==> config.mk <==
export PLATFORM = sky130hd
export DESIGN_NAME = lfm_regs
export DESIGN_NICKNAME = d
export VERILOG_FILES = /design/src/shared/lfm_pkg.sv /design/src/hdl/lfm_freq_sum.sv /design/src/hdl/lfm_divider.sv /design/src/hdl/lfm_regs.sv
export VERILOG_INCLUDE_DIRS = /design/src /design/src/shared
export SDC_FILE = /design/constraint.sdc
export NUM_CORES = 2
export LEC_CHECK = 0
export BUFFER_PORTS_ARGS = -buffer_cell sky130_fd_sc_hd__buf_2
export CAP_MARGIN = 20
export CORE_MARGIN = 2
export CORE_UTILIZATION = 50
export CTS_BUF_LIST = sky130_fd_sc_hd__clkbuf_4
export DETAILED_ROUTE_END_ITERATION = 7
export PLACE_DENSITY = 0.66
export RECOVER_POWER = 25
export SLEW_MARGIN = 15
export SYNTH_ARGS = -nofsm -noshare
export SYNTH_HDL_FRONTEND = slang
export SYNTH_HIERARCHICAL = 1
export SYNTH_SLANG_ARGS = --single-unit
export TNS_END_PERCENT = 20
==> constraint.sdc <==
create_clock -name SYS_CLK -period 15.6 [get_ports SYS_CLK]
set_input_delay 4.68 -clock SYS_CLK [delete_from_list [all_inputs] [get_ports SYS_CLK]]
set_output_delay 4.68 -clock SYS_CLK [all_outputs]
set_load 0.005 [all_outputs]
==> src/shared/lfm_params.svh <==
`ifndef LFM_PARAMS_SVH
`define LFM_PARAMS_SVH

// register numbers; byte address is four times the number
`define LFM_IDX_CHAN_LO      8'h30
`define LFM_IDX_GRID         8'h34
`define LFM_IDX_FCF_THZ      8'h35
`define LFM_IDX_FCF_GHZ10    8'h36
`define LFM_IDX_CUR_THZ      8'h40
`define LFM_IDX_CUR_GHZ10    8'h41
`define LFM_IDX_PWR          8'h42
`define LFM_IDX_TEMP         8'h43
`define LFM_IDX_FINE_TUNE    8'h62
`define LFM_IDX_CHAN_HI      8'h65
`define LFM_IDX_GRID_FINE    8'h66
`define LFM_IDX_FCF_MHZ      8'h67
`define LFM_IDX_CUR_MHZ      8'h68
`define LFM_IDX_CTRL         8'h70
`define LFM_IDX_RSP          8'h71
`define LFM_IDX_IRQ_STAT     8'h72
`define LFM_IDX_IRQ_CLR      8'h73
`define LFM_IDX_IRQ_EN       8'h74

// reset contents; first-channel values are maker defaults, arbitrary here
`define LFM_RST_FCF_THZ      16'h00C2
`define LFM_RST_FCF_GHZ10    16'h06D7
`define LFM_RST_FCF_MHZ      16'h0019
`define LFM_RST_GRID         16'h01F4
`define LFM_RST_CHAN_LO      16'h0001
`define LFM_RST_ZERO16       16'h0000
`define LFM_RST_IRQ          3'h0

// field limits
`define LFM_MAX_GHZ10        16'h270F
`define LFM_MAX_MHZ          16'h0063
`define LFM_MAX_GRID_FINE    16'sh0063
`define LFM_MIN_GRID_FINE    16'shFF9D
`define LFM_MAX_THZ          16'hFFFF

// unit factors
`define LFM_MHZ_PER_THZ      20'hF4240
`define LFM_MHZ_PER_GHZ10    7'h64

// field positions
`define LFM_CTRL_EN_BIT      0
`define LFM_IRQ_WR_ERR       0
`define LFM_IRQ_RD_ERR       1
`define LFM_IRQ_FREQ_DONE    2
`define LFM_RSP_XE_BIT       0
`define LFM_RSP_ERR_LSB      4
`define LFM_RSP_DATA_LSB     16

`endif

==> src/shared/lfm_pkg.sv <==
package lfm_pkg;

   typedef enum logic [3:0] {
      ERR_NONE,
      NOT_WRITEABLE_ERR,
      CMD_PENDING_ERR,
      CMD_IGNORED_ERR,
      RUN_FAULT_ERR,
      VENDOR_DEFINED_ERR
   } lfm_err_cond_t;

   typedef enum logic [1:0] {
      ST_IDLE,
      ST_SUM,
      ST_DIV_THZ,
      ST_DIV_GHZ
   } lfm_calc_state_t;

endpackage

==> src/hdl/lfm_freq_sum.sv <==
`timescale 1ns/1ps
`include "lfm_params.svh"
module lfm_freq_sum (
   input  wire logic        clk,          // system clock
   input  wire logic        reset_n,      // sync reset, active low
   input  wire logic        start,        // take operands this cycle
   input  wire logic [15:0] chan_lo,      // channel number low half
   input  wire logic [15:0] chan_hi,      // channel number high half
   input  wire logic [15:0] grid,         // grid spacing, GHz*10, signed
   input  wire logic [15:0] grid_fine,    // grid spacing, MHz, signed
   input  wire logic [15:0] fcf_thz,      // first channel THz
   input  wire logic [15:0] fcf_ghz10,    // first channel GHz*10
   input  wire logic [15:0] fcf_mhz,      // first channel MHz
   input  wire logic [15:0] fine_tune,    // fine tune MHz, signed
   output logic      [39:0] total_mhz,    // frequency in MHz, clamped
   output logic             valid         // one-cycle pulse with total
);
   logic signed [63:0] chan_m1;
   logic signed [63:0] grid_mhz;
   logic signed [63:0] fcf_total;
   logic signed [63:0] sum;
   logic        [39:0] total_d;
   logic        [39:0] total_q;
   logic               valid_q;

   // channel = high*65536 + low, all in MHz to stay integer
   assign chan_m1   = $signed({32'h0, chan_hi, chan_lo}) - 64'sd1;
   assign grid_mhz  = 64'($signed(grid)) * 64'($signed({1'b0, `LFM_MHZ_PER_GHZ10}))
                    + 64'($signed(grid_fine));
   assign fcf_total = $signed({48'h0, fcf_thz}) * $signed({44'h0, `LFM_MHZ_PER_THZ})
                    + $signed({48'h0, fcf_ghz10}) * $signed({57'h0, `LFM_MHZ_PER_GHZ10})
                    + $signed({48'h0, fcf_mhz});
   assign sum       = chan_m1 * grid_mhz + fcf_total + 64'($signed(fine_tune));
   // a negative result has no meaning as a frequency, so it reads as zero
   assign total_d   = sum[63] ? 40'h0 :
                      (|sum[62:40]) ? 40'hFF_FFFF_FFFF : sum[39:0];

   always_ff @(posedge clk) begin
      if (!reset_n) begin
         total_q <= 40'h0;
         valid_q <= 1'b0;
      end else begin
         if (start) begin
            total_q <= total_d;
         end
         valid_q <= start;
      end
   end

   assign total_mhz = total_q;
   assign valid     = valid_q;
endmodule

==> src/hdl/lfm_divider.sv <==
`timescale 1ns/1ps
module lfm_divider #(
   parameter int NW = 40,                 // dividend width
   parameter int DW = 20                  // divisor width
) (
   input  wire logic          clk,        // system clock
   input  wire logic          reset_n,    // sync reset, active low
   input  wire logic          start,      // load operands
   input  wire logic [NW-1:0] num,        // dividend
   input  wire logic [DW-1:0] den,        // divisor, nonzero
   output logic      [NW-1:0] quo,        // quotient
   output logic      [DW-1:0] rem,        // remainder
   output logic               done        // one-cycle pulse when finished
);
   localparam int CW = $clog2(NW + 1);
   logic [NW-1:0] quo_q;
   logic [DW-1:0] rem_q;
   logic [CW-1:0] cnt_q;
   logic          done_q;
   logic [DW:0]   shifted;
   logic [DW:0]   diff;

   // restoring division, one quotient bit per clock
   assign shifted = {rem_q, quo_q[NW-1]};
   assign diff    = shifted - {1'b0, den};

   always_ff @(posedge clk) begin
      if (!reset_n) begin
         quo_q  <= '0;
         rem_q  <= '0;
         cnt_q  <= '0;
         done_q <= 1'b0;
      end else if (start) begin
         quo_q  <= num;
         rem_q  <= '0;
         cnt_q  <= CW'(NW);
         done_q <= 1'b0;
      end else if (cnt_q != '0) begin
         rem_q  <= diff[DW] ? shifted[DW-1:0] : diff[DW-1:0];
         quo_q  <= {quo_q[NW-2:0], ~diff[DW]};
         cnt_q  <= cnt_q - CW'(1);
         done_q <= (cnt_q == CW'(1));
      end else begin
         done_q <= 1'b0;
      end
   end

   assign quo  = quo_q;
   assign rem  = rem_q;
   assign done = done_q;
endmodule

==> src/hdl/lfm_regs.sv <==
// Our own choice: register access over AHB-Lite.
`timescale 1ns/1ps
`include "lfm_params.svh"
// Contract
// - first frequency is THz plus GHz*10 plus MHz
// - GHz*10 field 0..9999, MHz field 0..99
// - THz range and defaults are maker choice
// - frequency = (channel-1)*grid + first + fine tune
// - current frequency read as three parts
// - frequency readable whether output enabled or not
// - reported GHz*10 within 0..9999, MHz 0..99
// - failed read gives error status, data zero
// - output power estimate readable as signed value
// - control temperature readable as signed value
// - first-frequency writes refused while output enabled
// - first-frequency writes in any order, no aggregate check
module lfm_regs (
   input  wire logic                SYS_CLK,    // 25 MHz system clock
   input  wire logic                RESET_N,    // sync reset, active low
   input  wire logic                HSEL,       // slave select
   input  wire logic [31:0]         HADDR,      // byte address
   input  wire logic [1:0]          HTRANS,     // transfer type
   input  wire logic                HWRITE,     // write when high
   input  wire logic [2:0]          HSIZE,      // word transfers only
   input  wire logic [31:0]         HWDATA,     // write data
   input  wire logic                HREADY,     // bus ready
   output logic      [31:0]         HRDATA,     // read data
   output logic                     HREADYOUT,  // always ready
   output logic                     HRESP,      // always OKAY
   input  wire logic [15:0]         PWR_EST,    // power estimate, dBm*100
   input  wire logic [15:0]         TEMP_EST,   // temperature, degC*100
   output logic                     LASER_EN,   // optical output enable
   output logic                     IRQ         // level interrupt
);
   import lfm_pkg::*;

   ////////////////////////////////////////////////////////////////////////////////
   // bus address phase

   logic [7:0]    dp_idx_q;
   logic          dp_wr_q;
   logic          dp_rd_q;
   logic          rd_err_q;
   logic [31:0]   hrdata_q;
   logic [31:0]   rd_val;
   logic          rd_hit;
   logic [15:0]   fcf_thz_q;
   logic [15:0]   fcf_ghz10_q;
   logic [15:0]   fcf_mhz_q;
   logic [15:0]   grid_q;
   logic [15:0]   grid_fine_q;
   logic [15:0]   chan_lo_q;
   logic [15:0]   chan_hi_q;
   logic [15:0]   fine_tune_q;
   logic [15:0]   cur_thz_q;
   logic [15:0]   cur_ghz10_q;
   logic [15:0]   cur_mhz_q;
   logic          laser_en_q;
   logic          rsp_xe_q;
   lfm_err_cond_t rsp_err_q;
   logic [15:0]   rsp_data_q;
   logic [2:0]    irq_stat_q;
   logic [2:0]    irq_en_q;

   wire       addr_take = HSEL & HTRANS[1] & HREADY;
   wire [7:0] a_idx     = HADDR[9:2];
   wire       a_aligned = (HADDR[31:10] == 22'h0) & (HADDR[1:0] == 2'h0);

   // zero-wait slave: every reply is settled within the data phase
   assign HREADYOUT = 1'b1;
   assign HRESP     = 1'b0;

   always_comb begin
      rd_val = 32'h0;
      rd_hit = a_aligned;
      unique case (a_idx)
         `LFM_IDX_FCF_THZ:   rd_val = {16'h0, fcf_thz_q};
         `LFM_IDX_FCF_GHZ10: rd_val = {16'h0, fcf_ghz10_q};
         `LFM_IDX_FCF_MHZ:   rd_val = {16'h0, fcf_mhz_q};
         `LFM_IDX_GRID:      rd_val = {16'h0, grid_q};
         `LFM_IDX_GRID_FINE: rd_val = {16'h0, grid_fine_q};
         `LFM_IDX_CHAN_LO:   rd_val = {16'h0, chan_lo_q};
         `LFM_IDX_CHAN_HI:   rd_val = {16'h0, chan_hi_q};
         `LFM_IDX_FINE_TUNE: rd_val = {16'h0, fine_tune_q};
         `LFM_IDX_CUR_THZ:   rd_val = {16'h0, cur_thz_q};
         `LFM_IDX_CUR_GHZ10: rd_val = {16'h0, cur_ghz10_q};
         `LFM_IDX_CUR_MHZ:   rd_val = {16'h0, cur_mhz_q};
         `LFM_IDX_PWR:       rd_val = {16'h0, PWR_EST};
         `LFM_IDX_TEMP:      rd_val = {16'h0, TEMP_EST};
         `LFM_IDX_CTRL:      rd_val = {31'h0, laser_en_q};
         `LFM_IDX_RSP:       rd_val = {rsp_data_q, 8'h0, rsp_err_q, 3'h0, rsp_xe_q};
         `LFM_IDX_IRQ_STAT:  rd_val = {29'h0, irq_stat_q};
         `LFM_IDX_IRQ_CLR:   rd_val = 32'h0;
         `LFM_IDX_IRQ_EN:    rd_val = {29'h0, irq_en_q};
         default:            rd_hit = 1'b0;
      endcase
   end

   // read data is caught at the address phase so it stands from a flop
   always_ff @(posedge SYS_CLK) begin
      if (!RESET_N) begin
         dp_idx_q <= 8'h00;
         dp_wr_q  <= 1'b0;
         dp_rd_q  <= 1'b0;
         rd_err_q <= 1'b0;
         hrdata_q <= 32'h0;
      end else begin
         dp_wr_q <= addr_take & HWRITE & a_aligned;
         dp_rd_q <= addr_take & ~HWRITE;
         if (addr_take) begin
            dp_idx_q <= a_aligned ? a_idx : 8'hFF;
         end
         if (addr_take & ~HWRITE) begin
            hrdata_q <= rd_hit ? rd_val : 32'h0;
            rd_err_q <= ~rd_hit;
         end
      end
   end

   assign HRDATA = hrdata_q;

   ////////////////////////////////////////////////////////////////////////////////
   // write data phase checks

   function automatic logic is_locked(input logic [7:0] idx);
      return (idx == `LFM_IDX_FCF_THZ) || (idx == `LFM_IDX_FCF_GHZ10) ||
             (idx == `LFM_IDX_FCF_MHZ) || (idx == `LFM_IDX_GRID) ||
             (idx == `LFM_IDX_GRID_FINE);
   endfunction

   function automatic logic is_calc_input(input logic [7:0] idx);
      return is_locked(idx) || (idx == `LFM_IDX_CHAN_LO) ||
             (idx == `LFM_IDX_CHAN_HI) || (idx == `LFM_IDX_FINE_TUNE);
   endfunction

   function automatic logic is_readback(input logic [7:0] idx);
      return (idx == `LFM_IDX_CUR_THZ) || (idx == `LFM_IDX_CUR_GHZ10) ||
             (idx == `LFM_IDX_CUR_MHZ) || (idx == `LFM_IDX_PWR) ||
             (idx == `LFM_IDX_TEMP) || (idx == `LFM_IDX_RSP) ||
             (idx == `LFM_IDX_IRQ_STAT);
   endfunction

   wire [15:0] wd       = HWDATA[15:0];
   wire        w_known  = is_calc_input(dp_idx_q) || is_readback(dp_idx_q) ||
                          (dp_idx_q == `LFM_IDX_CTRL) || (dp_idx_q == `LFM_IDX_IRQ_CLR) ||
                          (dp_idx_q == `LFM_IDX_IRQ_EN);
   // each field is checked alone; a combination that is not yet a valid
   // frequency is accepted so the three parts can be written in any order
   wire        w_range  = ((dp_idx_q == `LFM_IDX_FCF_GHZ10) && (wd > `LFM_MAX_GHZ10)) ||
                          ((dp_idx_q == `LFM_IDX_FCF_MHZ) && (wd > `LFM_MAX_MHZ)) ||
                          ((dp_idx_q == `LFM_IDX_GRID_FINE) &&
                           (($signed(wd) > `LFM_MAX_GRID_FINE) ||
                            ($signed(wd) < `LFM_MIN_GRID_FINE)));
   wire        w_lock   = is_locked(dp_idx_q) & laser_en_q;
   wire lfm_err_cond_t w_err = ~w_known                 ? VENDOR_DEFINED_ERR :
                               is_readback(dp_idx_q)    ? NOT_WRITEABLE_ERR :
                               (w_lock | w_range)       ? RUN_FAULT_ERR : ERR_NONE;
   wire        wr_ok    = dp_wr_q & (w_err == ERR_NONE);
   wire        wr_fail  = dp_wr_q & (w_err != ERR_NONE);
   wire        rd_fail  = dp_rd_q & rd_err_q;

   function automatic logic wr_to(input logic ok, input logic [7:0] cur,
                                  input logic [7:0] idx);
      return ok && (cur == idx);
   endfunction

   ////////////////////////////////////////////////////////////////////////////////
   // configuration registers

   always_ff @(posedge SYS_CLK) begin
      if (!RESET_N) begin
         fcf_thz_q   <= `LFM_RST_FCF_THZ;
         fcf_ghz10_q <= `LFM_RST_FCF_GHZ10;
         fcf_mhz_q   <= `LFM_RST_FCF_MHZ;
         grid_q      <= `LFM_RST_GRID;
         grid_fine_q <= `LFM_RST_ZERO16;
         chan_lo_q   <= `LFM_RST_CHAN_LO;
         chan_hi_q   <= `LFM_RST_ZERO16;
         fine_tune_q <= `LFM_RST_ZERO16;
         laser_en_q  <= 1'b0;
         irq_en_q    <= `LFM_RST_IRQ;
      end else begin
         if (wr_to(wr_ok, dp_idx_q, `LFM_IDX_FCF_THZ))   fcf_thz_q   <= wd;
         if (wr_to(wr_ok, dp_idx_q, `LFM_IDX_FCF_GHZ10)) fcf_ghz10_q <= wd;
         if (wr_to(wr_ok, dp_idx_q, `LFM_IDX_FCF_MHZ))   fcf_mhz_q   <= wd;
         if (wr_to(wr_ok, dp_idx_q, `LFM_IDX_GRID))      grid_q      <= wd;
         if (wr_to(wr_ok, dp_idx_q, `LFM_IDX_GRID_FINE)) grid_fine_q <= wd;
         if (wr_to(wr_ok, dp_idx_q, `LFM_IDX_CHAN_LO))   chan_lo_q   <= wd;
         if (wr_to(wr_ok, dp_idx_q, `LFM_IDX_CHAN_HI))   chan_hi_q   <= wd;
         if (wr_to(wr_ok, dp_idx_q, `LFM_IDX_FINE_TUNE)) fine_tune_q <= wd;
         if (wr_to(wr_ok, dp_idx_q, `LFM_IDX_CTRL))      laser_en_q  <= wd[`LFM_CTRL_EN_BIT];
         if (wr_to(wr_ok, dp_idx_q, `LFM_IDX_IRQ_EN))    irq_en_q    <= wd[2:0];
      end
   end

   assign LASER_EN = laser_en_q;

   ////////////////////////////////////////////////////////////////////////////////
   // response record and interrupts

   // reading the record itself leaves it alone, else it could never be seen
   wire rsp_upd = (dp_wr_q | dp_rd_q) & (dp_idx_q != `LFM_IDX_RSP);

   always_ff @(posedge SYS_CLK) begin
      if (!RESET_N) begin
         rsp_xe_q   <= 1'b0;
         rsp_err_q  <= ERR_NONE;
         rsp_data_q <= `LFM_RST_ZERO16;
      end else if (rsp_upd) begin
         rsp_xe_q   <= wr_fail | rd_fail;
         rsp_err_q  <= dp_wr_q ? w_err : (rd_err_q ? VENDOR_DEFINED_ERR : ERR_NONE);
         rsp_data_q <= dp_wr_q ? (wr_ok ? wd : 16'h0000) : hrdata_q[15:0];
      end
   end

   logic       freq_done;
   wire  [2:0] irq_set = {freq_done, rd_fail, wr_fail};
   wire  [2:0] irq_clr = wr_to(wr_ok, dp_idx_q, `LFM_IDX_IRQ_CLR) ? wd[2:0] : 3'h0;

   // a new event outranks a clear landing in the same cycle
   always_ff @(posedge SYS_CLK) begin
      if (!RESET_N) begin
         irq_stat_q <= `LFM_RST_IRQ;
      end else begin
         irq_stat_q <= (irq_stat_q & ~irq_clr) | irq_set;
      end
   end

   assign IRQ = |(irq_stat_q & irq_en_q);

   ////////////////////////////////////////////////////////////////////////////////
   // current frequency calculation

   lfm_calc_state_t state_q;
   logic            dirty_q;
   logic            sum_start;
   logic            div_thz_start;
   logic            div_ghz_start;
   logic [39:0]     total_mhz;
   logic            sum_valid;
   logic [39:0]     thz_quo;
   logic [19:0]     thz_rem;
   logic            thz_done;
   logic [19:0]     ghz_quo;
   logic [6:0]      ghz_rem;
   logic            ghz_done;
   logic [15:0]     thz_hold_q;

   assign sum_start     = (state_q == ST_IDLE) & dirty_q;
   assign div_thz_start = (state_q == ST_SUM) & sum_valid;
   assign div_ghz_start = (state_q == ST_DIV_THZ) & thz_done;
   assign freq_done     = (state_q == ST_DIV_GHZ) & ghz_done;

   lfm_freq_sum u_sum (
      .clk       (SYS_CLK),
      .reset_n   (RESET_N),
      .start     (sum_start),
      .chan_lo   (chan_lo_q),
      .chan_hi   (chan_hi_q),
      .grid      (grid_q),
      .grid_fine (grid_fine_q),
      .fcf_thz   (fcf_thz_q),
      .fcf_ghz10 (fcf_ghz10_q),
      .fcf_mhz   (fcf_mhz_q),
      .fine_tune (fine_tune_q),
      .total_mhz (total_mhz),
      .valid     (sum_valid)
   );

   lfm_divider #(.NW(40), .DW(20)) u_div_thz (
      .clk     (SYS_CLK),
      .reset_n (RESET_N),
      .start   (div_thz_start),
      .num     (total_mhz),
      .den     (`LFM_MHZ_PER_THZ),
      .quo     (thz_quo),
      .rem     (thz_rem),
      .done    (thz_done)
   );

   // remainder by 100 keeps the two low fields inside their ranges
   lfm_divider #(.NW(20), .DW(7)) u_div_ghz (
      .clk     (SYS_CLK),
      .reset_n (RESET_N),
      .start   (div_ghz_start),
      .num     (thz_rem),
      .den     (`LFM_MHZ_PER_GHZ10),
      .quo     (ghz_quo),
      .rem     (ghz_rem),
      .done    (ghz_done)
   );

   // a write during a running pass marks it dirty again; the pass in flight
   // still finishes, so readers always see a complete, consistent triple
   always_ff @(posedge SYS_CLK) begin
      if (!RESET_N) begin
         dirty_q <= 1'b1;
      end else begin
         dirty_q <= (dirty_q & ~sum_start) | (wr_ok & is_calc_input(dp_idx_q));
      end
   end

   always_ff @(posedge SYS_CLK) begin
      if (!RESET_N) begin
         state_q <= ST_IDLE;
      end else begin
         unique case (state_q)
            ST_IDLE:    if (sum_start)     state_q <= ST_SUM;
            ST_SUM:     if (sum_valid)     state_q <= ST_DIV_THZ;
            ST_DIV_THZ: if (thz_done)      state_q <= ST_DIV_GHZ;
            ST_DIV_GHZ: if (ghz_done)      state_q <= ST_IDLE;
         endcase
      end
   end

   always_ff @(posedge SYS_CLK) begin
      if (!RESET_N) begin
         thz_hold_q  <= `LFM_RST_ZERO16;
         cur_thz_q   <= `LFM_RST_ZERO16;
         cur_ghz10_q <= `LFM_RST_ZERO16;
         cur_mhz_q   <= `LFM_RST_ZERO16;
      end else begin
         if (div_ghz_start) begin
            thz_hold_q <= (|thz_quo[39:16]) ? `LFM_MAX_THZ : thz_quo[15:0];
         end
         if (freq_done) begin
            cur_thz_q   <= thz_hold_q;
            cur_ghz10_q <= {2'h0, ghz_quo[13:0]};
            cur_mhz_q   <= {9'h0, ghz_rem};
         end
      end
   end
endmodule

After elaboration in Yosys (flattened, before gate mapping)
Index checks and enable logic that the tools add are counted.

cells by class
  multiplexer cells = 30
  multipliers = 4
  magnitude comparators = 4
  reduce and logical (&&, ||, !) cells = 52
  bitwise gates (word level) = 33
  add/sub/neg operators = 10
  equal/unequal tests = 46

operators by type and width
  kind                      number
  $pmux W32 S17             1
  $eq A8 B7 Y1 const B      28
  $mux W40                  4
  $add A64 B64 Y64          2
  $add A64 B16 Y64          1
  $add A64 B17 Y64          1
  $eq A8 B6 Y1 const B      8
  $mul A64 B64 Y64          1
  $mux W20                  3
  $mux W16                  3
  $sub A32 B1 Y33 const B   1
  $mux W32                  1
  $mul A16 B14 Y30 const B  1
  $add A24 B16 Y25          1
  $reduce_or A24 Y1         1
  $reduce_or A23 Y1         1
  $logic_not A22 Y1         1
  $mul A16 B6 Y22 const B   1
  $mul A16 B5 Y21 const B   1
  $sub A21 B20 Y21 const B  1
  $logic_or A1 B1 Y1        20
  $mux W3                   6
  $reduce_or A18 Y1         1
  $and A1 B1 Y1             17
  36 further kinds          73

word-level totals
  input port bits = 106
  flip-flop bits (word level) = 396
  word-level logic and storage cells = 216
  output and inout port bits = 36

Longest topological paths before layout
  depth after elaboration = 20
  mapped depth = 54
  gate-level depth less buffers = 52

Hierarchy
The synthesis kept the hierarchy.

modules (own cells, without submodules)
  module                    sequential area each (um2)  instances  cells each  area each (um2)
  lfm_freq_sum              820.8                       1          5,087       43,893.3
  lfm_regs                  5,064.9                     1          1,349       11,559.8
  lfm_divider at u_div_thz  1,341.3                     1          569         4,151.5
  lfm_divider at u_div_ghz  660.6                       1          229         1,890.6

Worst setup path after synthesis
Ideal clock, no wire load.

  path type = register to register
  from = register fcf_thz_q[1]
  to = register u_sum.total_q[18] (netlist: u_sum/total_mhz[18])
  arrival time = 12.092 ns
  setup time = 0.147 ns
  path buffers = 1
  cell stages (with the launch flop) = 48
  slack = 3.360 ns
  period minus slack after synthesis = 12.240 ns
  required time = 15.453 ns
  cell sequence = dfxtp_1 -> inv_1 -> fa_1 -> inv_1 -> fa_1 -> fa_1 -> fa_1 -> ha_1 -> inv_1 -> fa_1 -> inv_1 -> ha_1 -> nand2_1 -> nor4_2 -> nor2_1 -> xnor2_1 -> ha_1 -> ha_1 -> [12 not listed] -> inv_1 -> fa_1 -> inv_1 -> fa_1 -> inv_1 -> fa_1 -> inv_1 -> ha_1 -> a21o_1 -> o2111a_1 -> a221o_1 -> a221o_1 -> o21bai_1 -> a21oi_1 -> a211o_1 -> nor4_4 -> buf_6 -> a22oi_2

on the way
  longest elaborated chain between the ends = 8

ends and longest elaborated chain
  element                 RTL line            RTL
  from (decl)             lfm_regs.sv:47      logic [15:0] fcf_thz_q;
  from (signal assigned)  lfm_regs.sv:172     fcf_thz_q <= `LFM_RST_FCF_THZ;
  from (signal assigned)  lfm_regs.sv:183     if (wr_to(wr_ok, dp_idx_q, `LFM_IDX_FCF_THZ)) fcf_thz_q <= wd;
  $mul A16 B14 Y30 (*)    lfm_freq_sum.sv:30  assign fcf_total = $signed({48'h0, fcf_thz}) * $signed({44'h0, `LFM_MHZ_PER_THZ})
  $add A64 B64 Y64 (*)    lfm_freq_sum.sv:30
  $add A64 B17 Y64 (*)    lfm_freq_sum.sv:30
  $add A64 B64 Y64 (*)    lfm_freq_sum.sv:33  assign sum = chan_m1 * grid_mhz + fcf_total + 64'($signed(fine_tune));
  $add A64 B16 Y64 (*)    lfm_freq_sum.sv:33
  $reduce_or A23 Y1       lfm_freq_sum.sv:36  (|sum[62:40]) ? 40'hFF_FFFF_FFFF : sum[39:0];
  $mux W40                lfm_freq_sum.sv:36
  $mux W40 (*)            lfm_freq_sum.sv:35  assign total_d = sum[63] ? 40'h0 :
  to (signal assigned)    lfm_freq_sum.sv:44  total_q <= total_d;
  to (decl)               lfm_freq_sum.sv:23  logic [39:0] total_q;

Mark *: on every way between the ends. The rest lies on a longest branch, timed or not.
A chain may end at the register's enable or synchronous reset.

Worst setup path after layout
  from = register fcf_thz_q[2]
  to = register u_sum.total_q[9] (netlist: u_sum/total_mhz[9])

Same word-level chain as after synthesis.

==> flow_summary.json <==
{
  "die_x_um": 355,
  "slew_headroom_pct": -121,
  "dieArea_um2": 126000,
  "fin_crit_ns": 14.38,
  "avgSynthCellArea_um2": 8.50,
  "vias": 51374,
  "reg2reg_from": "fcf_thz_q[2]$_SDFFE_PN0P_",
  "coreArea_um2": 122000,
  "syn_inst": 7234,
  "grt_pass1_wl_um": 299000,
  "grt.overflow.total": 0,
  "syn_area_um2": 61500,
  "synth_seq_area_share_pct": 12.8,
  "hold_viol": 0,
  "finalCritPeriodShare_pct": 92.2,
  "clk_path_buf_depth": 3,
  "place_area_um2": 64100,
  "max-cap-violations": 3,
  "multiInputGateArea_um2": 47500,
  "post-route-util_pct": 53.6,
  "row_count": 128,
  "path_max_fanout": 40,
  "min_path_type": "reg -> reg",
  "path_class": "reg -> reg",
  "ys_ff_latch": 394,
  "startpoint_type": "flop",
  "synth_cell_type_count": 123,
  "slowest_stage": "nor4_1",
  "mostFrequentLayoutCells": "1388 x inv_1, 1117 x nand2_1, 1021 x fa_1",
  "final.setup.tns_ns": 0,
  "drtPass1Iterations": 6,
  "reg2reg_depth": 47,
  "wl_um": 192000,
  "syn_to_final_growth_pct": 6.15,
  "holdBufCountCts": 0,
  "min_to": "cur_ghz10_q[1]$_SDFFE_PN0P_",
  "antenna_found_initial": 5,
  "fill_cells": 11507,
  "post-dp-hpwl_um": 151000,
  "outcome": "finished, violations left",
  "clkLatencyLatePin_ns": 0.89,
  "drtAntennaViolNets": 0,
  "drt_iter0_markers": 4110,
  "grt_max_degree": 85,
  "final_common_cell": "inv_1",
  "p_leak_uw": 0.0311,
  "synth_flop_cell": "dfxtp_1",
  "setup_viol": 0,
  "place_congestion": 0.994,
  "cts_resized": 0,
  "ys_async_sr_fraction_pct": 0,
  "dp.cells": 8768,
  "grt_setup_unrepaired": "false",
  "cts_root_buffer": "clkbuf_4",
  "post_cts_buffers": 0,
  "ir_drop_mv": 0.171,
  "power_density_nw_per_um2": 41.8,
  "min-delay-start": "u_div_ghz/quo[1]$_SDFFE_PN0P_",
  "synth-edff-count": 0,
  "cts_num_sinks": 394,
  "via_per_inst": 5.75,
  "final.setup_skew_ns": 0.0824,
  "cp.required_ns": 16.27,
  "rrSetupSlack_ns": 1.22,
  "seq_area_um2": 7890,
  "hold_depth": 2,
  "io_buffers": 119,
  "io_pins": 142,
  "fmax_ghz": 0.0695,
  "yosysWarnings": 6,
  "drive_above_1_share_pct": 7.95,
  "final_area_um2": 65300,
  "start_util_pct": 50.5,
  "path_common_cell": "fa_1",
  "violations": "capacitance limit, slew limit",
  "critPathArrivalTime_ns": 15.05,
  "stdcell_count": 8941,
  "tightestPinTransition_ns": 3.31,
  "end_kind": "flop",
  "cts_tree": "yes",
  "p_total_uw": 2730,
  "avgRoutedWirePerCell_um": 21.5,
  "htreeDepth": 3,
  "timing.rr.end": "u_sum/total_mhz[9]$_SDFFE_PN0P_",
  "clk_pin_slew_ns": 0.07,
  "die_h_um": 355,
  "grt_pass1_vias": 51777,
  "final_nets": 8840,
  "drc": 0,
  "numCtsBuffers": 96,
  "drv_slew": 184,
  "grtUsageTotal_pct": 30.6,
  "critPathMaxStageDelay_ns": 0.58
}
cells in the mapped netlist, types with 16 or more instances:
library cell / instances / share of area (%)
nand3_1: 161 / 1.3
a2111oi_0: 18 / 0.26
nor4_1: 25 / 0.25
a221oi_1: 20 / 0.28
a22o_1: 22 / 0.31
a211oi_1: 32 / 0.39
o211a_1: 17 / 0.28
a31o_2: 16 / 0.23
ha_1: 468 / 9.5
and3_1: 35 / 0.36
a31oi_1: 30 / 0.31
inv_1: 1388 / 8.5
nor2b_1: 86 / 0.87
xnor2_1: 142 / 2.0
mux2i_1: 85 / 1.4
nand2_1: 1118 / 6.8
a22oi_1: 41 / 0.50
fa_1: 1022 / 33
dfxtp_1: 394 / 13
clkbuf_1: 254 / 1.6
or3_1: 28 / 0.28
xor2_1: 86 / 1.2
nand2b_1: 49 / 0.50
a21o_1: 50 / 0.61
o221a_2: 18 / 0.33
o21bai_1: 21 / 0.26
o21a_1: 23 / 0.28
nor3_1: 109 / 0.89
nand4_1: 67 / 0.68
a21oi_1: 355 / 2.9
nor2_1: 374 / 2.3
and2_1: 52 / 0.53
buf_2: 56 / 0.46
o211ai_1: 17 / 0.21
a22oi_2: 40 / 0.81
o21ai_0: 162 / 1.3
mux2_2: 19 / 0.35
state kept, by name, summed over array words and instances (netlist names), 3 cells and up:
register / flops
cur_mhz_q: 7
dp_idx_q: 8
fine_tune_q: 16
fcf_thz_q: 16
rsp_data_q: 16
u_div_thz/quo: 40
cur_thz_q: 16
HRDATA: 32
irq_stat_q: 3
grid_q: 16
u_div_ghz/cnt_q: 5
irq_en_q: 3
u_div_thz/rem: 20
cur_ghz10_q: 14
fcf_mhz_q: 16
u_div_ghz/rem: 7
fcf_ghz10_q: 16
u_div_thz/cnt_q: 6
thz_hold_q: 16
u_div_ghz/quo: 20
chan_hi_q: 16
chan_lo_q: 16
u_sum/total_mhz: 40
grid_fine_q: 16
critical path, delay by kind of cell (launching register included):
kind / cells / cell delay, ns
and+or+nand+nor: 11 / 3.03
DFF: 1 / 0.31
buffers and inverters: 12 / 1.18
AOI/OAI and AO/OA: 5 / 1.46
xor gates and xnor gates: 2 / 0.56
adders and majority gates: 17 / 7.53
cell families (layout without fill, tap and decap cells):
family	count (synthesis)	after routing	synth area share, %
simple gates	2224	2224	16.6
buf+inv	1738	1788	10.9
fa+ha+maj	1491	1491	42.8
compound gates	1049	1049	11.8
flops	394	394	12.8
xor+xnor	231	231	3.33
mux	105	105	1.75
other cells	2	34	0.0122
area by class of cell:
type | count | share of cell area (%)
antenna | 4 | 0.0153
clock buffer | 134 | 1.54
clock inverter | 32 | 0.297
inverter | 1393 | 8.01
multi-input combinational | 5130 | 72.7
sequential | 394 | 12.1
tap | 1625 | 3.11
timing repair buffer | 229 | 2.19
metal layers:
metal | GRT usage [%] | routed length [um] | share of wire [%]
met4 | 14.7 | 10800 | 5.6
met1 | 40.8 | 79000 | 41
met5 | 0 | 13 | 0.0068
met2 | 49.3 | 88900 | 46
met3 | 4.17 | 13200 | 6.9
how the worst max path moves through the flow:
stage	to	depth (start not counted)	slack, ns	start
detailed placement	u_sum/total_mhz[17]$_SDFFE_PN0P_	47	1.40	fcf_thz_q[2]$_SDFFE_PN0P_
global placement	u_sum/total_mhz[3]$_SDFFE_PN0P_	47	1.49	fcf_thz_q[2]$_SDFFE_PN0P_
global route	u_sum/total_mhz[36]$_SDFFE_PN0P_	47	0.42	fcf_thz_q[2]$_SDFFE_PN0P_
floorplan	u_sum/total_mhz[18]$_SDFFE_PN0P_	47	3.36	fcf_thz_q[1]$_SDFFE_PN1P_
finish	u_sum/total_mhz[9]$_SDFFE_PN0P_	47	1.22	fcf_thz_q[2]$_SDFFE_PN0P_
CTS	u_sum/total_mhz[36]$_SDFFE_PN0P_	47	1.23	fcf_thz_q[2]$_SDFFE_PN0P_
per-stage QoR:
step	setup WS (ns)	hold slack, ns
floorplan	3.36	0.431
global placement	1.49	0.444
detailed placement	1.40	0.448
CTS	1.23	0.457
global route	0.417	0.471
finish	1.22	0.450
power breakdown:
part	internal [uW]	switching, uW	total (uW)
clock network	430	456	886
registers	1080	69.4	1140
logic	226	471	697
(Power assumes the default switching activity.)
